$ cat src/verilog/flash_ctrl_pkg.sv
`default_nettype none
package flash_ctrl_pkg;

  // ==========================================================
  // Register indices (byte address = 4 * index)
  localparam logic [4:0] IDX_CLOCK_DIVIDER = 5'h00;
  localparam logic [4:0] IDX_SECURITY_CONFIG = 5'h01;
  localparam logic [4:0] IDX_COMMAND_PARAM_INDEX = 5'h02;
  localparam logic [4:0] IDX_RESERVED_ZERO = 5'h03;
  localparam logic [4:0] IDX_MODULE_CONFIG = 5'h04;
  localparam logic [4:0] IDX_ERROR_INTERRUPT_CONFIG = 5'h05;
  localparam logic [4:0] IDX_COMMAND_STATUS = 5'h06;
  localparam logic [4:0] IDX_ERROR_STATUS = 5'h07;
  localparam logic [4:0] IDX_PROGRAM_PROTECTION = 5'h08;
  localparam logic [4:0] IDX_PARAM_HIGH = 5'h0A;
  localparam logic [4:0] IDX_PARAM_LOW = 5'h0B;
  localparam logic [4:0] IDX_LAST = 5'h13;

  // ==========================================================
  // Field positions
  localparam int DIV_LOADED_BIT = 7;
  localparam int DIV_LOCK_BIT = 6;
  localparam int DONE_IRQ_EN_BIT = 7;
  localparam int IGNSF_BIT = 4;
  localparam int FDFD_BIT = 1;
  localparam int FSFD_BIT = 0;
  localparam int DONE_FLAG_BIT = 7;
  localparam int ACCESS_ERR_BIT = 5;
  localparam int FPVIOL_BIT = 4;
  localparam int DOUBLE_BIT = 1;
  localparam int SINGLE_BIT = 0;

  // ==========================================================
  // Reset values and codes
  localparam logic [7:0] RST_PROTECTION = 8'hFF;
  localparam logic [1:0] SECURITY_OPEN_CODE = 2'h2;
  localparam logic [1:0] KEY_ACCESS_ON = 2'h2;
  localparam logic [7:0] CMD_VERIFY_ALL = 8'h01;
  localparam logic [7:0] CMD_VERIFY_EEPROM = 8'h02;
  localparam logic [7:0] CMD_PROG_FIRST = 8'h06;
  localparam logic [7:0] CMD_UNSECURE = 8'h0B;
  localparam logic [7:0] CMD_KEY_VERIFY = 8'h0C;

  typedef enum logic [1:0] {BUS_IDLE, BUS_WAIT, BUS_DONE} bus_state_t;

  // Complete state of the controller
  typedef struct packed {
    bus_state_t bus;
    logic bus_write;
    logic [4:0] bus_index;
    logic [7:0] rdata;
    logic [5:0] divider;
    logic div_lock;
    logic div_loaded;
    logic sec_loaded;
    logic [1:0] key_enable;
    logic [3:0] sec_reserved;
    logic [1:0] security_state;
    logic key_locked;
    logic debug_enabled;
    logic [2:0] param_index;
    logic [7:0][15:0] params;
    logic done_irq_en;
    logic ignsf;
    logic fdfd;
    logic fsfd;
    logic double_fault_irq_enable;
    logic single_fault_irq_enable;
    logic done_flag;
    logic access_err;
    logic fpviol;
    logic [1:0] mgstat;
    logic double_fault_flag;
    logic single_fault_flag;
    logic [7:0] protection;
    logic cmd_start;
  } ctrl_state_t;

endpackage : flash_ctrl_pkg
`default_nettype wire

$ cat src/verilog/flash_interrupt_security_ctrl.sv
`timescale 1ns/1ps
`default_nettype none
// Summary of operation
// - Code 0x01 verifies all EEPROM and flash blocks; 0x02 verifies EEPROM only.
// - Two interrupt sources: command complete and ECC fault on flash read.
// - Command interrupt when complete flag and its enable are both set.
// - Error interrupt on double fault with enable, or single fault with enable.
// - Successful key verify with keys enabled forces security state to 10.
// - After an illegal key, key verify is refused until next reset.
// - Key verify never alters the stored security byte, only the live state.
// - Key verify leaves stored keys and protection register untouched.
// - Once unsecured, security sector and key locations may be rewritten.
// - Special-mode verify-all finding everything erased unsecures and enables debug.
// - Twenty byte registers decoded from index 0x00 through 0x13.
// - While complete flag is 0, parameter writes are ignored, no new launch.
// - Divider write sets loaded flag; unloaded divider blocks program/erase with error.
module flash_interrupt_security_ctrl
  import flash_ctrl_pkg::*;
(
  input wire logic hclk, // Bus clock
  input wire logic hresetn, // Async reset, active low
  input wire logic clk_en, // Freezes all state while low
  input wire logic hsel, // Slave select
  input wire logic [31:0] haddr, // Byte address
  input wire logic [1:0] htrans, // Transfer type
  input wire logic hwrite, // Write when high
  input wire logic [2:0] hsize, // Transfer size, word only
  input wire logic [31:0] hwdata, // Write data
  input wire logic hready, // Bus ready
  output logic hreadyout, // Slave ready
  output logic [31:0] hrdata, // Read data
  output logic hresp, // Always OKAY
  input wire logic [7:0] nv_security, // Stored security byte from array
  input wire logic special_mode, // Special single-chip mode
  input wire logic cmd_done, // Array finished running command
  input wire logic verify_erased, // Verify found blocks erased
  input wire logic key_match, // Backdoor keys matched
  input wire logic [1:0] array_mgstat, // Array status on completion
  input wire logic read_valid, // Array read strobe
  input wire logic ecc_single, // Single bit fault on read
  input wire logic ecc_double, // Double bit fault on read
  output logic cmd_start, // One-cycle launch to array
  output logic [7:0][15:0] command_parameters, // Parameter words
  output logic verify_all_blocks, // Scope: all blocks
  output logic verify_eeprom_only, // Scope: EEPROM only
  output logic [7:0] program_protection, // Protection settings
  output logic [5:0] clock_divider, // Divider field
  output logic unsecured, // Live security is unsecure
  output logic debug_enabled, // All debug-port commands allowed
  output logic security_area_open, // Security sector and keys writable
  output logic cmd_irq, // Command interrupt request
  output logic err_irq // Error interrupt request
);

  // ==========================================================
  // Command classification
  function automatic logic is_prog_erase(input logic [7:0] code);
    is_prog_erase = (code >= CMD_PROG_FIRST) && (code <= CMD_UNSECURE);
  endfunction : is_prog_erase

  function automatic logic is_verify_all(input logic [7:0] code);
    is_verify_all = (code == CMD_VERIFY_ALL);
  endfunction : is_verify_all

  ctrl_state_t r;
  ctrl_state_t next_r;
  logic [7:0] code;
  logic [7:0] wbyte;
  logic wr;
  logic [7:0] rd_value;

  assign code = r.params[0][15:8];
  assign wbyte = hwdata[7:0];
  // Write applied in the wait cycle of the data phase
  assign wr = (r.bus == BUS_WAIT) && r.bus_write;

  // ==========================================================
  // Read multiplexer; unimplemented indices read zero
  always_comb begin
    rd_value = 8'h00;
    case (r.bus_index)
      IDX_CLOCK_DIVIDER: rd_value = {r.div_loaded, r.div_lock, r.divider};
      IDX_SECURITY_CONFIG: rd_value = {r.key_enable, r.sec_reserved, r.security_state};
      IDX_COMMAND_PARAM_INDEX: rd_value = {5'h00, r.param_index};
      IDX_MODULE_CONFIG: rd_value = {r.done_irq_en, 2'h0, r.ignsf, 2'h0, r.fdfd, r.fsfd};
      IDX_ERROR_INTERRUPT_CONFIG: rd_value = {6'h00, r.double_fault_irq_enable, r.single_fault_irq_enable};
      IDX_COMMAND_STATUS: rd_value = {r.done_flag, 1'b0, r.access_err, r.fpviol, 2'h0, r.mgstat};
      IDX_ERROR_STATUS: rd_value = {6'h00, r.double_fault_flag, r.single_fault_flag};
      IDX_PROGRAM_PROTECTION: rd_value = r.protection;
      IDX_PARAM_HIGH: rd_value = r.params[r.param_index][15:8];
      IDX_PARAM_LOW: rd_value = r.params[r.param_index][7:0];
      default: rd_value = 8'h00;
    endcase
  end

  // ==========================================================
  // Next-state logic
  always_comb begin
    next_r = r;
    next_r.cmd_start = 1'b0;

    // Bus slave: one wait state so reads see writes just made
    case (r.bus)
      BUS_IDLE, BUS_DONE: begin
        if (hsel && htrans[1] && hready) begin
          next_r.bus = BUS_WAIT;
          next_r.bus_write = hwrite;
          // Beyond the twenty registers the index reads zero
          next_r.bus_index = (haddr[31:2] <= {25'h0, IDX_LAST}) ? haddr[6:2] : 5'h1F;
        end else begin
          next_r.bus = BUS_IDLE;
        end
      end
      BUS_WAIT: begin
        next_r.bus = BUS_DONE;
        next_r.rdata = rd_value;
      end
      default: next_r.bus = BUS_IDLE;
    endcase

    // Live security captured from the array once after reset
    if (!r.sec_loaded) begin
      next_r.sec_loaded = 1'b1;
      next_r.key_enable = nv_security[7:6];
      next_r.sec_reserved = nv_security[5:2];
      next_r.security_state = nv_security[1:0];
    end

    // Register writes; divider, parameter index, protection and parameters held steady while a command runs
    if (wr) begin
      case (r.bus_index)
        IDX_CLOCK_DIVIDER: begin
          if (!r.div_lock && r.done_flag) begin
            next_r.divider = wbyte[5:0];
            next_r.div_lock = wbyte[DIV_LOCK_BIT];
            next_r.div_loaded = 1'b1;
          end
        end
        IDX_COMMAND_PARAM_INDEX: begin
          if (r.done_flag) next_r.param_index = wbyte[2:0];
        end
        IDX_MODULE_CONFIG: begin
          next_r.done_irq_en = wbyte[DONE_IRQ_EN_BIT];
          next_r.ignsf = wbyte[IGNSF_BIT];
          next_r.fdfd = wbyte[FDFD_BIT];
          next_r.fsfd = wbyte[FSFD_BIT];
        end
        IDX_ERROR_INTERRUPT_CONFIG: begin
          next_r.double_fault_irq_enable = wbyte[DOUBLE_BIT];
          next_r.single_fault_irq_enable = wbyte[SINGLE_BIT];
        end
        IDX_ERROR_STATUS: begin
          if (wbyte[DOUBLE_BIT]) next_r.double_fault_flag = 1'b0;
          if (wbyte[SINGLE_BIT]) next_r.single_fault_flag = 1'b0;
        end
        IDX_PROGRAM_PROTECTION: begin
          if (r.done_flag) next_r.protection = wbyte;
        end
        IDX_PARAM_HIGH: begin
          if (r.done_flag) next_r.params[r.param_index][15:8] = wbyte;
        end
        IDX_PARAM_LOW: begin
          if (r.done_flag) next_r.params[r.param_index][7:0] = wbyte;
        end
        IDX_COMMAND_STATUS: begin
          if (wbyte[ACCESS_ERR_BIT]) next_r.access_err = 1'b0;
          if (wbyte[FPVIOL_BIT]) next_r.fpviol = 1'b0;
          // Launch only from idle with both error flags already clear
          if (wbyte[DONE_FLAG_BIT] && r.done_flag && !r.access_err && !r.fpviol) begin
            if (is_prog_erase(code) && !r.div_loaded) begin
              next_r.access_err = 1'b1;
            end else if (code == CMD_KEY_VERIFY &&
                         (r.key_locked || r.key_enable != KEY_ACCESS_ON)) begin
              next_r.access_err = 1'b1;
            end else begin
              next_r.done_flag = 1'b0;
              next_r.cmd_start = 1'b1;
            end
          end
        end
        default: ;
      endcase
    end

    // Completion from the array; protection and stored bytes untouched
    if (!r.done_flag && cmd_done) begin
      next_r.done_flag = 1'b1;
      next_r.mgstat = array_mgstat;
      if (code == CMD_KEY_VERIFY) begin
        if (key_match) next_r.security_state = SECURITY_OPEN_CODE;
        else next_r.key_locked = 1'b1;
      end
      if ((is_verify_all(code) || code == CMD_UNSECURE) && verify_erased && special_mode) begin
        next_r.security_state = SECURITY_OPEN_CODE;
        next_r.debug_enabled = 1'b1;
      end
    end

    // ECC faults on reads; a set wins over a clear in the same cycle
    if (read_valid) begin
      if (ecc_double || r.fdfd) next_r.double_fault_flag = 1'b1;
      if ((ecc_single && !r.ignsf) || r.fsfd) next_r.single_fault_flag = 1'b1;
    end
  end

  // ==========================================================
  // State register
  always_ff @(posedge hclk or negedge hresetn) begin
    if (!hresetn) begin
      r <= '0;
      r.bus <= BUS_IDLE;
      r.done_flag <= 1'b1;
      r.protection <= RST_PROTECTION;
    end else if (clk_en) begin
      r <= next_r;
    end
  end

  // ==========================================================
  // Outputs
  assign hreadyout = (r.bus != BUS_WAIT);
  assign hrdata = {24'h000000, r.rdata};
  assign hresp = 1'b0;
  assign cmd_start = r.cmd_start;
  assign command_parameters = r.params;
  // Scope stays valid for the whole command
  assign verify_all_blocks = !r.done_flag && is_verify_all(code);
  assign verify_eeprom_only = !r.done_flag && (code == CMD_VERIFY_EEPROM);
  assign program_protection = r.protection;
  assign clock_divider = r.divider;
  assign unsecured = (r.security_state == SECURITY_OPEN_CODE);
  assign debug_enabled = r.debug_enabled;
  assign security_area_open = unsecured;
  // Levels, no edge memory: they drop when flag or enable drops
  assign cmd_irq = r.done_flag && r.done_irq_en;
  assign err_irq = (r.double_fault_flag && r.double_fault_irq_enable) || (r.single_fault_flag && r.single_fault_irq_enable);

endmodule : flash_interrupt_security_ctrl
`default_nettype wire

$ cat config.mk
export PLATFORM = sky130hd
export DESIGN_NAME = flash_interrupt_security_ctrl
export DESIGN_NICKNAME = d
export VERILOG_FILES = /design/src/verilog/flash_ctrl_pkg.sv /design/src/verilog/flash_interrupt_security_ctrl.sv
export SDC_FILE = /design/constraint.sdc
export NUM_CORES = 1
export LEC_CHECK = 0
export CAP_MARGIN = 15
export CORE_MARGIN = 3
export CORE_UTILIZATION = 58
export CTS_CLUSTER_DIAMETER = 60
export CTS_CLUSTER_SIZE = 12
export DETAILED_ROUTE_END_ITERATION = 6
export DONT_BUFFER_PORTS = 1
export PLACE_DENSITY = 0.81
export SYNTH_ARGS = -nofsm -noshare
export SYNTH_HDL_FRONTEND = slang
export SYNTH_SLANG_ARGS = --single-unit
$ cat constraint.sdc
create_clock -name hclk -period 2 [get_ports hclk]
set_input_delay 0 -clock hclk [delete_from_list [all_inputs] [get_ports hclk]]
set_output_delay 0 -clock hclk [all_outputs]
set_load 0.05 [all_outputs]
==> impl_metrics.py <==
metrics = {
    "status": {
        "run_status": "finished, violations left",
        "failed_checks": "hold timing, setup timing",
    },
    "placement": {
        "placed_area_mm2": 0.0106,
        "dp.final_hpwl_um": 20700,
        "place.gp.congestion": 0.884,
        "io_buffers": 0,
    },
    "routing": {
        "vias_per_cell": 6.01,
        "wl_per_cell_um": 25.1,
        "drc": 0,
        "postRouteAntennaNets": 0,
        "detailedRoute.firstPassIterationCount": 6,
        "vias": 6848,
        "finalWirelength_um": 28600,
        "drt_iter0_drc": 568,
    },
    "synthesis": {
        "ys_warn_count": 0,
        "synth_commonest_cells": "buf_4, dfrtp_1, mux2_2, mux2i_1, nand2_1",
        "yosysTopAreaCellShare": 0.436,
        "dominantRegCellSynth": "dfrtp_1",
        "synth.distinct_cells": 63,
        "postSynthCellCount": 846,
        "synth.largest_area_cell": "dfrtp_1",
        "syn_avg_cell_area_um2": 12.1,
        "mappedNetlistArea_mm2": 0.0102,
        "synth-seq-area-share": 0.459,
        "post_synth_edffs": 0,
        "number_of_storage_elements_in_the_synthesis_netlist": 187,
        "synth.area.top_cells": "dfrtp_1, mux2_2, buf_4, mux2i_1, mux4_2",
        "synth_async_sr_flop_share": 1.00,
        "synth.most_common_cell": "buf_4",
    },
    "job": {
        "max-cap-violations": 0,
    },
    "floorplanning": {
        "die_y_um": 139,
        "design.die.area_mm2": 0.0192,
        "io_count": 276,
        "core_mm2": 0.0169,
        "initial_core_util": 0.603,
        "fp.dieW_um": 139,
        "rows": 47,
    },
    "setup_path": {
        "wp_data_required_ns": 2.32,
        "timing.rr.end": "hrdata[4]",
        "cp_data_arrival_time_ns": 2.42,
        "critical-path-slowest-cell": "a222oi_1",
        "worstSetupStartpointType": "register",
        "worstReg2RegStart": "r[152]",
        "worstSetupPathType": "register to register",
        "reg2reg_depth": 5,
        "slowest_delay_ns": 0.52,
        "end_kind": "register",
        "worstPathMaxFanout": 2,
        "crit_path_cell_trace": "mux2_4 -> a221o_1 -> a222oi_1 -> o2111ai_1 -> a22o_1",
        "setup.reg_to_reg.worst_slack_ns": -0.10,
    },
    "clocking": {
        "cts_hold_buffers": 36,
        "clock_insertion_delay_worst_skew_ns": 0.43,
        "clock_sink_count": 187,
        "cts_buffers": 17,
        "clock-root-buffer": "clkbuf_16",
        "cts_tree": "yes",
        "ctsLongestPathBuffers": 2,
        "htreeDepth": 4,
        "worst_path_clk_slew_ns": 0.07,
    },
    "timing": {
        "hold_slack_ns": -0.739,
        "worst_slew_margin_rel": 0.323,
        "setup_violations": 1,
        "post-route-period-util": 1.05,
        "clock.fmax_mhz": 475,
        "finalHoldViolations": 187,
        "rsz0062_at_grt": "true",
        "worst_case_clock_skew_ns": 0.00972,
        "drv_slew": 0,
        "post-route-worst-setup-slack_ns": -0.104,
        "period_minus_slack_ns": 2.10,
        "transition_at_the_pin_with_the_smallest_max_transition_slack_ns": 1.01,
    },
    "pwr": {
        "static-leakage-power_nw": 5.55,
        "power_w": 0.00781,
        "power_density_mw_per_mm2": 661,
        "power.ir.vdd_worst_uv": 637,
    },
    "global_routing": {
        "grt_usage": 0.292,
        "grt_pass1_wl_um": 43000,
        "grt-ovfl-total": 0,
        "grt_pass1_vias": 7216,
        "number_of_antenna_violations_at_the_first_check_in_global_routing": 3,
        "grt_start_max_net_pins": 188,
    },
    "final_layout": {
        "finish.net_count": 996,
        "drive_gt1_frac": 0.501,
        "fin_area_mm2": 0.0118,
        "number_of_inserted_filler_cells_in_the_final_layout": 1139,
        "area.growth.synth_to_final_pct": 15.6,
    },
    "worst_hold_path": {
        "hold_class": "input port to async pin",
    },
}
==> flip-flops by register name (all words and copies together) (netlist names) <==
name,cells
r,35
command_parameters,128
cmd_start,1
hrdata,8
debug_enabled,1
clock_divider,6
program_protection,8
==> routing by layer <==
metal / GRT usage / routed length (um)
met1: 0.344 / 10400
met2: 0.506 / 14500
met5: 0 / 13
met4: 0.0844 / 762
met3: 0.106 / 2900
==> through the flow <==
stage	setup slack [ns]	hold WS [ns]	TNS [ns]	std cells	util
2_1_floorplan	-0.0474	-0.296	-0.0784	870	-
3_3_place_gp	-0.0429	-0.287	-0.0680	1065	0.628
3_5_place_dp	-0.134	-0.289	-0.230	1065	0.628
4_1_cts	-0.108	-0.751	-0.109	1134	0.687
5_1_grt	-0.118	-0.767	-1.03	1139	0.697
6_report	-0.104	-0.739	-0.104	1139	0.697
==> critical path: cells and delay by family, from the launching register on <==
kind | cells | cell delay, ns
AO/OA/AOI/OAI | 4 | 1.29
flip-flops | 1 | 0.41
multiplexers | 1 | 0.31
==> placed cells by master, fill, tap and decap left out, types with 4 or more instances in the layout <==
cell type      Yosys  routed
a21o_1             5       5
a21oi_1           12      12
a221o_1            5       5
a222oi_1           4       4
a22o_1             4       4
a22oi_1            6       6
a32oi_1            4       4
and2_1             4       4
buf_12             0      12
buf_4            183     179
clkbuf_16          0      17
clkbuf_8           0       4
clkinv_4           0       5
clkinvlp_4         0       4
conb_1             1      25
dfrtp_1          178     176
dfstp_2            9       9
dlygate4sd3_1      0      36
inv_1              6       6
mux2_2           159     158
mux2i_1           42      34
mux2i_2            0       5
mux4_2            13      13
nand2_1           23      21
nand2b_1           9       8
nand3_1            8       7
nand4_1            6       6
nor2_1            17      16
nor2_2             6       7
nor2b_1            7       5
nor3_1            10      10
nor3_4             2       4
nor4_1             6       5
o21ai_0           19      13
o21ai_1            0       6
o22ai_1           16      15
or2_2              4       4
==> layout make-up <==
cell class / count / area, um2 / share of cell area
Inverter: 6 / 22.5 / 0.00191
Timing Repair Buffer: 228 / 1960 / 0.166
Antenna cell: 2 / 5.00 / 0.000424
Tap cell: 220 / 275 / 0.0233
Clock buffer: 21 / 480 / 0.0407
Sequential cell: 187 / 4700 / 0.398
Clock inverter: 11 / 113 / 0.00953
Multi-Input combinational cell: 464 / 4270 / 0.361
==> power breakdown <==
group | switching (W) | internal (W) | leakage [nW] | total, W
Clock | 0.00148 | 0.00186 | 0.278 | 0.00335
Combinational | 0.000339 | 0.000179 | 2.76 | 0.000518
Sequential | 0.0000994 | 0.00385 | 2.52 | 0.00395
Total | 0.00192 | 0.00589 | 5.55 | 0.00781
==> repair_timing <==
| item | 4_1_cts | 5_1_grt |
|---|---|---|
| endpoints found under the setup margin | 20 | 106 |
| setup buffers | 1 | 3 |
| pin swaps | 1 | 6 |
| hold endpoints to repair | 365 | 187 |
| gates resized for setup | 9 | 33 |
==> worst max path at each step <==
stage / from / end / cells past startpoint / slack [ns]
after detailed placement: r[150] / hrdata[4] / 5 / -0.13
after global routing: r[152] / hrdata[4] / 5 / -0.12
after floorplan: command_parameters[12] / verify_all_blocks / 3 / -0.05
after global placement: r[150] / hrdata[4] / 5 / -0.04
after CTS: r[152] / hrdata[4] / 5 / -0.11
final: r[152] / hrdata[4] / 5 / -0.10
==> logic make-up after synthesis <==
group                  count (synthesis)  share of synthesized area
buffers and inverters                219                      0.150
AND/OR/NAND/NOR                      131                     0.0818
flip-flops                           187                      0.459
other                                  1                   0.000367
multiplexers                         216                      0.247
XOR/XNOR                               1                   0.000857
AO/OA/AOI/OAI                         91                     0.0611
No activity file was read; power rests on OpenSTA's default activity.
